<file path="src/common/t1cw_map.svh">
`ifndef T1CW_MAP_SVH
`define T1CW_MAP_SVH

// Byte offsets on the register bus
`define T1CW_OFF_COUNT       8'h00
`define T1CW_OFF_TOP         8'h04
`define T1CW_OFF_CMP_A       8'h08
`define T1CW_OFF_CMP_B       8'h0C
`define T1CW_OFF_CMP_D       8'h10
`define T1CW_OFF_CTRL_X      8'h14
`define T1CW_OFF_PIN_DIR     8'h18
`define T1CW_OFF_PORT_DATA   8'h1C
`define T1CW_OFF_CTRL_A      8'h30
`define T1CW_OFF_FLAGS       8'h38

// Control A fields
`define T1CW_CA_MODE_A_HI    7
`define T1CW_CA_MODE_A_LO    6
`define T1CW_CA_MODE_B_HI    5
`define T1CW_CA_MODE_B_LO    4
`define T1CW_CA_FORCE_A      3
`define T1CW_CA_FORCE_B      2
`define T1CW_CA_PWM_A        1
`define T1CW_CA_PWM_B        0

// Flag register fields
`define T1CW_FL_CMP_D        7
`define T1CW_FL_CMP_A        6
`define T1CW_FL_CMP_B        5
`define T1CW_FL_OVF          2

// Extra control fields
`define T1CW_CX_WGM_HI       1
`define T1CW_CX_WGM_LO       0
`define T1CW_CX_MODE_D_HI    3
`define T1CW_CX_MODE_D_LO    2
`define T1CW_CX_OE4          4
`define T1CW_CX_OE5          5

// Pin indices
`define T1CW_PIN_A           0
`define T1CW_PIN_A_N         1
`define T1CW_PIN_B           2
`define T1CW_PIN_B_N         3
`define T1CW_PIN_B4          4
`define T1CW_PIN_B5          5
`define T1CW_NUM_PINS        6

// Encodings
`define T1CW_COM_OFF         2'b00
`define T1CW_COM_TOGGLE      2'b01
`define T1CW_COM_CLEAR       2'b10
`define T1CW_COM_SET         2'b11
`define T1CW_WGM_FAST        2'b00
`define T1CW_WGM_SIX         2'b01
`define T1CW_HSIZE_WORD      3'b010

// Reset values
`define T1CW_RST_BYTE        8'h00
`define T1CW_RST_WORD        32'h00000000

`endif

</file>
<file path="src/common/t1cw_pkg.sv">
package t1cw_pkg;
   // Bus slave phase tracking
   typedef enum logic [1:0] {t1cw_bus_idle, t1cw_bus_write, t1cw_bus_read} t1cw_bus_t;
   typedef logic [7:0] t1cw_byte_t;
   typedef logic [1:0] t1cw_mode_t;
endpackage

</file>
<file path="src/common/t1cw_chan_if.sv">
`timescale 1ns/10ps
// One compare channel: count and settings in, waveform and match out
interface t1cw_chan_if #(parameter int COUNT_W = 8);
   logic                     tick;
   logic                     force_match;
   logic                     pwm;
   t1cw_pkg::t1cw_mode_t     mode;
   logic [COUNT_W-1:0]       count;
   logic [COUNT_W-1:0]       compare;
   logic                     wave;
   logic                     match;
   modport unit (input tick, force_match, pwm, mode, count, compare, output wave, match);
   modport ctrl (output tick, force_match, pwm, mode, count, compare, input wave, match);
endinterface

</file>
<file path="src/hdl/t1cw_chan.sv">
`timescale 1ns/10ps
`include "t1cw_map.svh"
module t1cw_chan (
   input wire logic     hclk,
   input wire logic     hresetn,
   t1cw_chan_if.unit    ch
);
   logic wave;
   logic next_wave;
   logic hit;
   logic bottom;

   // Match is only meaningful on a tick; a force acts as a match without a flag
   assign ch.match = ch.tick & (ch.count == ch.compare);
   assign ch.wave  = wave;

   ////////////////////////////////////////////////////////////////////////////
   // Waveform next state
   always_comb begin
      hit       = ch.match | ch.force_match;
      bottom    = ch.tick & (ch.count == '0);
      next_wave = wave;
      if (ch.pwm) begin
         // Bottom first so a match at zero still wins
         if (bottom && ch.mode != `T1CW_COM_OFF) begin
            next_wave = (ch.mode != `T1CW_COM_SET);
         end
         if (hit && ch.mode != `T1CW_COM_OFF) begin
            next_wave = (ch.mode == `T1CW_COM_SET);
         end
      end else if (hit) begin
         unique case (ch.mode)
            `T1CW_COM_OFF:    next_wave = wave;
            `T1CW_COM_TOGGLE: next_wave = ~wave;
            `T1CW_COM_CLEAR:  next_wave = 1'b0;
            `T1CW_COM_SET:    next_wave = 1'b1;
         endcase
      end
   end

   // Waveform register
   always_ff @(posedge hclk or negedge hresetn) begin
      if (!hresetn) begin
         wave <= 1'b0;
      end else begin
         wave <= next_wave;
      end
   end
endmodule // t1cw_chan

</file>
<file path="src/hdl/t1cw_top.sv">
// Local design decision: the AHB-Lite interface to the registers.
`timescale 1ns/10ps
`include "t1cw_map.svh"
// Notes on behaviour
// - Normal mode counts to top, then wraps zero
// - Overflow flag set when count reaches zero
// - Software may write the count any time
// - Non-PWM mode one toggles waveform on each match
// - Pin driven only when direction selects output
// - Toggle period is two times top plus one
// - Nonzero channel A mode overrides pin function
// - Complement pin only in PWM, mode 01
// - Fast PWM: enable set and generation mode 00 or 01
// - Fast PWM counts zero to top, restarts
// - Non-inverting: clear on match, set at zero
// - Inverting: set on match, clear at zero
// - Six-output mode gates A waveform per pin
// - Counter advances only on timer tick enable
// - Control A field layout, resets to zero
// - Flag register layout, resets, bit 0 read-only
// - Non-PWM modes: port, toggle, clear, set
// - PWM mode 11 sets on match, clears zero
module t1cw_top #(
   parameter int COUNT_W = 8
) (
   input  wire logic                     hclk,
   input  wire logic                     hresetn,
   input  wire logic                     hsel,
   input  wire logic [31:0]              haddr,
   input  wire logic [1:0]               htrans,
   input  wire logic                     hwrite,
   input  wire logic [2:0]               hsize,
   input  wire logic [31:0]              hwdata,
   input  wire logic                     hready,
   output      logic [31:0]              hrdata,
   output      logic                     hreadyout,
   output      logic                     hresp,
   input  wire logic                     timer_tick_enable,
   input  wire logic [3:0]               flag_ack,
   output      logic [3:0]               timer_flags,
   output      logic [5:0]               pin_out,
   output      logic [5:0]               pin_oe
);
   ////////////////////////////////////////////////////////////////////////////
   // Helpers

   // Fast single-slope PWM (plain or six-output) is selected per channel
   function automatic logic is_pwm(input logic en, input t1cw_pkg::t1cw_mode_t wgm);
      is_pwm = en && (wgm == `T1CW_WGM_FAST || wgm == `T1CW_WGM_SIX);
   endfunction

   // Overridden pins take the waveform, others the port data
   function automatic logic drive(input logic ovr, input logic wave, input logic port);
      drive = ovr ? wave : port;
   endfunction

   ////////////////////////////////////////////////////////////////////////////
   // State

   t1cw_pkg::t1cw_bus_t      bus_state;
   t1cw_pkg::t1cw_bus_t      next_bus_state;
   t1cw_pkg::t1cw_byte_t     addr_q;
   t1cw_pkg::t1cw_byte_t     next_addr_q;
   logic [31:0]              next_hrdata;
   logic                     next_hreadyout;

   t1cw_pkg::t1cw_byte_t     ctrl_a;
   t1cw_pkg::t1cw_byte_t     next_ctrl_a;
   logic [3:0]               next_flags;
   logic [COUNT_W-1:0]       count;
   logic [COUNT_W-1:0]       next_count;
   logic [COUNT_W-1:0]       top;
   logic [COUNT_W-1:0]       next_top;
   logic [COUNT_W-1:0]       cmp_a;
   logic [COUNT_W-1:0]       next_cmp_a;
   logic [COUNT_W-1:0]       cmp_b;
   logic [COUNT_W-1:0]       next_cmp_b;
   logic [COUNT_W-1:0]       cmp_d;
   logic [COUNT_W-1:0]       next_cmp_d;
   logic [5:0]               ctrl_x;
   logic [5:0]               next_ctrl_x;
   logic [5:0]               pin_dir;
   logic [5:0]               next_pin_dir;
   logic [5:0]               port_data;
   logic [5:0]               next_port_data;
   logic                     force_a;
   logic                     next_force_a;
   logic                     force_b;
   logic                     next_force_b;
   logic [5:0]               next_pin_out;

   // Decoded controls and write strobes
   logic                     accept;
   logic                     wr_en;
   t1cw_pkg::t1cw_byte_t     wdata;
   t1cw_pkg::t1cw_mode_t     mode_a;
   t1cw_pkg::t1cw_mode_t     mode_b;
   t1cw_pkg::t1cw_mode_t     mode_d;
   t1cw_pkg::t1cw_mode_t     wgm;
   logic                     pwm_a;
   logic                     pwm_b;
   logic                     six;
   logic                     wrap;
   logic [3:0]               flag_set;
   logic [3:0]               flag_clr;
   logic [5:0]               ovr;
   logic [5:0]               val;

   t1cw_chan_if #(.COUNT_W(COUNT_W)) ch_a ();
   t1cw_chan_if #(.COUNT_W(COUNT_W)) ch_b ();
   t1cw_chan_if #(.COUNT_W(COUNT_W)) ch_d ();

   ////////////////////////////////////////////////////////////////////////////
   // Field decode
   assign mode_a = ctrl_a[`T1CW_CA_MODE_A_HI:`T1CW_CA_MODE_A_LO];
   assign mode_b = ctrl_a[`T1CW_CA_MODE_B_HI:`T1CW_CA_MODE_B_LO];
   assign mode_d = ctrl_x[`T1CW_CX_MODE_D_HI:`T1CW_CX_MODE_D_LO];
   assign wgm    = ctrl_x[`T1CW_CX_WGM_HI:`T1CW_CX_WGM_LO];
   assign pwm_a  = is_pwm(ctrl_a[`T1CW_CA_PWM_A], wgm);
   assign pwm_b  = is_pwm(ctrl_a[`T1CW_CA_PWM_B], wgm);
   assign six    = ctrl_a[`T1CW_CA_PWM_A] && (wgm == `T1CW_WGM_SIX);

   // Channel hookup; all three share the one counter
   assign ch_a.tick        = timer_tick_enable;
   assign ch_a.force_match = force_a;
   assign ch_a.pwm         = pwm_a;
   assign ch_a.mode        = mode_a;
   assign ch_a.count       = count;
   assign ch_a.compare     = cmp_a;
   assign ch_b.tick        = timer_tick_enable;
   assign ch_b.force_match = force_b;
   assign ch_b.pwm         = pwm_b;
   assign ch_b.mode        = mode_b;
   assign ch_b.count       = count;
   assign ch_b.compare     = cmp_b;
   assign ch_d.tick        = timer_tick_enable;
   assign ch_d.force_match = 1'b0;
   assign ch_d.pwm         = six;
   assign ch_d.mode        = mode_d;
   assign ch_d.count       = count;
   assign ch_d.compare     = cmp_d;

   t1cw_chan u_chan_a (
      .hclk    (hclk),
      .hresetn (hresetn),
      .ch      (ch_a.unit)
   );
   t1cw_chan u_chan_b (
      .hclk    (hclk),
      .hresetn (hresetn),
      .ch      (ch_b.unit)
   );
   t1cw_chan u_chan_d (
      .hclk    (hclk),
      .hresetn (hresetn),
      .ch      (ch_d.unit)
   );

   ////////////////////////////////////////////////////////////////////////////
   // Bus slave: writes take no wait state, reads take one
   always_comb begin
      accept         = hsel && hready && htrans[1] && (hsize == `T1CW_HSIZE_WORD);
      wr_en          = (bus_state == t1cw_pkg::t1cw_bus_write);
      wdata          = hwdata[7:0];
      next_bus_state = t1cw_pkg::t1cw_bus_idle;
      next_addr_q    = addr_q;
      next_hreadyout = 1'b1;
      next_hrdata    = hrdata;
      if (bus_state == t1cw_pkg::t1cw_bus_read) begin
         // The wait state lets a write just before land first
         unique case (addr_q)
            `T1CW_OFF_COUNT:     next_hrdata = 32'(count);
            `T1CW_OFF_TOP:       next_hrdata = 32'(top);
            `T1CW_OFF_CMP_A:     next_hrdata = 32'(cmp_a);
            `T1CW_OFF_CMP_B:     next_hrdata = 32'(cmp_b);
            `T1CW_OFF_CMP_D:     next_hrdata = 32'(cmp_d);
            `T1CW_OFF_CTRL_X:    next_hrdata = 32'(ctrl_x);
            `T1CW_OFF_PIN_DIR:   next_hrdata = 32'(pin_dir);
            `T1CW_OFF_PORT_DATA: next_hrdata = 32'(port_data);
            `T1CW_OFF_CTRL_A:    next_hrdata = 32'(ctrl_a);
            `T1CW_OFF_FLAGS:     next_hrdata = 32'({timer_flags[3:1], 2'b00,
                                                    timer_flags[0], 2'b00});
            default:             next_hrdata = `T1CW_RST_WORD;
         endcase
      end
      if (accept) begin
         next_addr_q    = haddr[7:0];
         next_bus_state = hwrite ? t1cw_pkg::t1cw_bus_write : t1cw_pkg::t1cw_bus_read;
         next_hreadyout = hwrite;
      end
   end

   ////////////////////////////////////////////////////////////////////////////
   // Registers, counter and flags
   always_comb begin
      next_ctrl_a    = ctrl_a;
      next_top       = top;
      next_cmp_a     = cmp_a;
      next_cmp_b     = cmp_b;
      next_cmp_d     = cmp_d;
      next_ctrl_x    = ctrl_x;
      next_pin_dir   = pin_dir;
      next_port_data = port_data;
      next_force_a   = 1'b0;
      next_force_b   = 1'b0;
      flag_clr       = flag_ack;
      // Same wrap in normal and fast PWM: single slope up to top
      wrap           = timer_tick_enable && (count == top);
      next_count     = count;
      if (timer_tick_enable) begin
         next_count = wrap ? '0 : COUNT_W'(count + 1'b1);
      end
      if (wr_en) begin
         unique case (addr_q)
            `T1CW_OFF_COUNT:     next_count     = hwdata[COUNT_W-1:0];
            `T1CW_OFF_TOP:       next_top       = hwdata[COUNT_W-1:0];
            `T1CW_OFF_CMP_A:     next_cmp_a     = hwdata[COUNT_W-1:0];
            `T1CW_OFF_CMP_B:     next_cmp_b     = hwdata[COUNT_W-1:0];
            `T1CW_OFF_CMP_D:     next_cmp_d     = hwdata[COUNT_W-1:0];
            `T1CW_OFF_CTRL_X:    next_ctrl_x    = wdata[5:0];
            `T1CW_OFF_PIN_DIR:   next_pin_dir   = wdata[5:0];
            `T1CW_OFF_PORT_DATA: next_port_data = wdata[5:0];
            `T1CW_OFF_CTRL_A: begin
               // Strobe bits are never stored, so they read back zero
               next_ctrl_a  = {wdata[7:4], 2'b00, wdata[1:0]};
               next_force_a = wdata[`T1CW_CA_FORCE_A];
               next_force_b = wdata[`T1CW_CA_FORCE_B];
            end
            `T1CW_OFF_FLAGS: begin
               flag_clr = flag_ack | {wdata[`T1CW_FL_CMP_D], wdata[`T1CW_FL_CMP_A],
                                      wdata[`T1CW_FL_CMP_B], wdata[`T1CW_FL_OVF]};
            end
            default: begin
            end
         endcase
      end
      // A software count write suppresses the wrap it replaces
      flag_set   = {ch_d.match, ch_a.match, ch_b.match,
                    wrap && !(wr_en && addr_q == `T1CW_OFF_COUNT)};
      // Set beats clear so an event in the clearing cycle survives
      next_flags = (timer_flags & ~flag_clr) | flag_set;
   end

   ////////////////////////////////////////////////////////////////////////////
   // Pin override table
   always_comb begin
      ovr = '0;
      val = '0;
      ovr[`T1CW_PIN_A]   = (mode_a != `T1CW_COM_OFF);
      val[`T1CW_PIN_A]   = ch_a.wave;
      ovr[`T1CW_PIN_A_N] = pwm_a && (mode_a == `T1CW_COM_TOGGLE);
      val[`T1CW_PIN_A_N] = ~ch_a.wave;
      ovr[`T1CW_PIN_B]   = (mode_b != `T1CW_COM_OFF);
      val[`T1CW_PIN_B]   = ch_b.wave;
      ovr[`T1CW_PIN_B_N] = pwm_b && (mode_b == `T1CW_COM_TOGGLE);
      val[`T1CW_PIN_B_N] = ~ch_b.wave;
      if (six && mode_d != `T1CW_COM_OFF) begin
         // Both D pins follow channel A, each gated by its own enable
         ovr[`T1CW_PIN_B4] = 1'b1;
         val[`T1CW_PIN_B4] = ch_a.wave & ctrl_x[`T1CW_CX_OE4];
         ovr[`T1CW_PIN_B5] = 1'b1;
         val[`T1CW_PIN_B5] = ch_a.wave & ctrl_x[`T1CW_CX_OE5];
      end else begin
         ovr[`T1CW_PIN_B5] = (mode_d != `T1CW_COM_OFF);
         val[`T1CW_PIN_B5] = ch_d.wave;
      end
      for (int i = 0; i < `T1CW_NUM_PINS; i++) begin
         next_pin_out[i] = drive(ovr[i], val[i], port_data[i]);
      end
   end

   ////////////////////////////////////////////////////////////////////////////
   // Flip-flops
   always_ff @(posedge hclk or negedge hresetn) begin
      if (!hresetn) begin
         bus_state   <= t1cw_pkg::t1cw_bus_idle;
         addr_q      <= `T1CW_RST_BYTE;
         hrdata      <= `T1CW_RST_WORD;
         hreadyout   <= 1'b1;
         hresp       <= 1'b0;
         ctrl_a      <= `T1CW_RST_BYTE;
         timer_flags <= '0;
         count       <= '0;
         top         <= '1;
         cmp_a       <= '0;
         cmp_b       <= '0;
         cmp_d       <= '0;
         ctrl_x      <= '0;
         pin_dir     <= '0;
         port_data   <= '0;
         force_a     <= 1'b0;
         force_b     <= 1'b0;
         pin_out     <= '0;
         pin_oe      <= '0;
      end else begin
         bus_state   <= next_bus_state;
         addr_q      <= next_addr_q;
         hrdata      <= next_hrdata;
         hreadyout   <= next_hreadyout;
         hresp       <= 1'b0;                                        // Always OKAY
         ctrl_a      <= next_ctrl_a;
         timer_flags <= next_flags;
         count       <= next_count;
         top         <= next_top;
         cmp_a       <= next_cmp_a;
         cmp_b       <= next_cmp_b;
         cmp_d       <= next_cmp_d;
         ctrl_x      <= next_ctrl_x;
         pin_dir     <= next_pin_dir;
         port_data   <= next_port_data;
         force_a     <= next_force_a;
         force_b     <= next_force_b;
         pin_out     <= next_pin_out;
         pin_oe      <= pin_dir;
      end
   end
endmodule // t1cw_top

</file>
<file path="config.mk">
export PLATFORM = sky130hd
export DESIGN_NAME = t1cw_top
export DESIGN_NICKNAME = d
export VERILOG_FILES = /design/src/common/t1cw_pkg.sv /design/src/common/t1cw_chan_if.sv /design/src/hdl/t1cw_chan.sv /design/src/hdl/t1cw_top.sv
export VERILOG_INCLUDE_DIRS = /design/src /design/src/common
export SDC_FILE = /design/constraint.sdc
export NUM_CORES = 1
export LEC_CHECK = 0
export BUFFER_PORTS_ARGS = -buffer_cell sky130_fd_sc_hd__buf_2
export CORE_MARGIN = 2
export CORE_UTILIZATION = 45
export DETAILED_ROUTE_END_ITERATION = 16
export GPL_TIMING_DRIVEN = 0
export PLACE_DENSITY = 0.68
export SETUP_SLACK_MARGIN = 0.15
export SLEW_MARGIN = 30
export SYNTH_ARGS = -nofsm -noshare
export SYNTH_HDL_FRONTEND = slang
export SYNTH_SLANG_ARGS = --single-unit
</file>
<file path="constraint.sdc">
create_clock -name hclk -period 3.64 [get_ports hclk]
set_input_delay 0.182 -clock hclk [delete_from_list [all_inputs] [get_ports hclk]]
set_output_delay 0.182 -clock hclk [all_outputs]
set_load 0.02 [all_outputs]
</file>
==> out/metrics.cfg <==
[final_layout]
area_delta_synth_final_pct = 16.4
diodes = 0
final_core_util = 0.531
multi_input_area_mm2 = 0.00280
seq_area_mm2 = 0.00261
drive_above_1_share = 0.344
final_nets = 674
fillCellCount = 1132

[synth]
synth_top_area_cell = dfrtp_1
avgSynthCellArea_um2 = 11.3
synth_seq_cells = 104
yosysMostFrequentCell = dfrtp_1
syn_inst = 505
synth-adder-area-share = 0.00440
synth_commonest_cells = 95 x dfrtp_1, 68 x mux2_2, 38 x nand2_1
synth_cell_types = 69
synth-seq-area-share = 0.460
synthSimpleGateAreaFrac = 0.155
synth_mux_area_frac = 0.158
yosys-top-cells-area = dfrtp_1 42%, mux2_2 13%, xnor2_1 4.3%
synth_top_family_by_area = multiplexers
synth_top_cell_area_share = 0.418
ys_warn_count = 0
synthFlopType = dfrtp_1
synth_compound_area_frac = 0.101
synth-xor-area-share = 0.0586
ys_async_sr_fraction = 1.00
synth_edf_count = 0
syn_area_mm2 = 0.00568

[timing]
clock.fmax_mhz = 436
slew_viol_final = 0
finalWorstSetupSlack_ns = 1.35
tightest_slew_ns = 0.761
finClkSkew_ns = 0.00751
tns_ns = 0
final-hold-violation-count = 0
setup_violations = 0
timing.hold.ws_ns = 0.0582
relSlewSlack = 0.493
timing.final.crit_share = 0.630
rsz0062_at_grt = false
min_period_ns = 2.29

[clocking]
numClockSinks = 104
h-tree-depth = 3
cts_hold_buf = 2
clkLatencyLatePin_ns = 0.36
cts-root-buf = clkbuf_16
cts_tree = yes
cts_resized = 0
cts_setup_buffers = 0
clock_path_buffers = 2
numCtsBuffers = 9
path_clk_slew_ns = 0.07

[placement]
finalWeightedCongestion = 0.914
numPortBuffers = 50
dp_slack_ns = 1.37
hpwl_mm = 10.9

[floorplan]
dieArea_mm2 = 0.0135
die_h_um = 116
initial_core_util = 0.456
rows = 41
io-pin-count = 129
core_mm2 = 0.0125
dieWidth_um = 116

[setup_path]
arrival_ns = 2.53
critPathLaunchType = flop
path_class = reg2reg
cp_data_required_time_ns = 3.88
rr_endpoint = u_chan_a.ch.wave$_DFFE_PN0P_
end_kind = flop
r2r_setup_slack_ns = 1.35
critPathMaxFanout = 8
r2r_start = ch_a.count[0]$_DFF_PN0_
ff2ff_path_depth = 8

[detailed_routing]
detail-route-antenna-nets = 0
totalWireLength_mm = 15.0
dr_total_vias = 4240
vias_per_cell = 5.51
first_pass_iters = 5
drt_iter0_drc = 356
wl_per_cell_um = 19.5
drc = 0

[power]
p_leak_nw = 2.90
powerDensity_mw_per_mm2 = 514
vdd_drop_max_mv = 0.206
finalPower_mw = 3.40

[hold_path]
min_path_cells = 2
hold_end = addr_q[6]$_DFFE_PN0P_
hp-class = in2reg
hold_start = haddr[6]

[grt]
groute.usage.overall = 0.233
antenna_found_initial = 0
grt_pass1_wl_mm = 23.2
grt_overflow = 0
grt_max_degree = 61
grt_pass1_vias = 4149

[run_status]
outcome = finished, final reports clean

[job]
maxCapViolations = 0

-- critical path, stage by stage, from the launching register on --
cell,delay [ns]
dfrtp_1,0.38
buf_2,0.20
inv_1,0.10
ha_1,0.15
nor4b_1,0.40
and2_1,0.37
nand4_1,0.12
and3b_1,0.19
o32a_1,0.28
-- flip-flops by register name, summed over array words and instances (netlist names), 8 cells and up --
name / count
ch_a.count: 8
top: 8
addr_q: 8
ch_a.compare: 8
ch_d.compare: 8
hrdata: 8
ch_b.compare: 8
-- cell families after synthesis --
group           count (synthesis)
fa+ha+maj                       2
simple gates                  144
other cells                     1
xor+xnor                       38
buf+inv                        58
compound gates                 78
flops                         104
mux                            80
-- report_power, final --
group          leakage, nW  internal (mW)  switching [mW]
registers             1.26           1.27           0.104
clock network        0.160          0.640           0.429
logic                 1.49          0.401           0.557
-- metal layers --
| layer | vias up | track usage | share of wire |
|---|---|---|---|
| met5 | - | 0 | 0 |
| met4 | 0 | 0.0929 | 0.024 |
| met3 | 26 | 0.0348 | 0.053 |
| met2 | 135 | 0.384 | 0.49 |
| met1 | 2133 | 0.311 | 0.44 |
| li1 | 1946 | - | - |
-- through the flow --
step	cells	area, um2
6_report	770	6620
5_1_grt	770	6620
4_1_cts	770	6620
3_5_place_dp	752	6270
3_3_place_gp	751	6240
2_1_floorplan	529	5770
-- worst max path at each step --
stage                                  from                      endpoint  slack, ns  cells past startpoint
finish              ch_a.count[0]$_DFF_PN0_  u_chan_a.ch.wave$_DFFE_PN0P_       1.35                      8
global route        ch_a.count[0]$_DFF_PN0_  u_chan_a.ch.wave$_DFFE_PN0P_       1.20                      8
CTS                 ch_a.count[0]$_DFF_PN0_  u_chan_a.ch.wave$_DFFE_PN0P_       1.36                      8
detailed placement  ch_a.count[0]$_DFF_PN0_  u_chan_a.ch.wave$_DFFE_PN0P_       1.37                      8
global placement                    hresetn         ctrl_x[4]$_DFFE_PN0P_       1.28                      1
floorplan           ch_a.count[0]$_DFF_PN0_  u_chan_a.ch.wave$_DFFE_PN0P_       1.76                      8
-- cell usage in the layout, fill, tap and decap left out, types with 10 or more instances in the layout --
master,Yosys,routed
o21ai_0,12,12
a22oi_1,11,11
nand2_1,38,38
conb_1,1,25
buf_4,30,30
buf_2,11,60
xnor2_1,28,28
mux2i_1,11,11
nor2_1,20,20
dfrtp_1,95,95
xor2_1,10,10
mux2_2,68,68
nand3_1,11,11
-- cell type report --
cell class	instances	share of cell area
Timing Repair Buffer	53	0.0459
Clock inverter	3	0.00983
Multi-Input combinational cell	367	0.423
Clock buffer	13	0.0393
Tap cell	172	0.0325
Buffer	51	0.0503
Inverter	7	0.00397
Sequential cell	104	0.395
(Power assumes the default switching activity.)
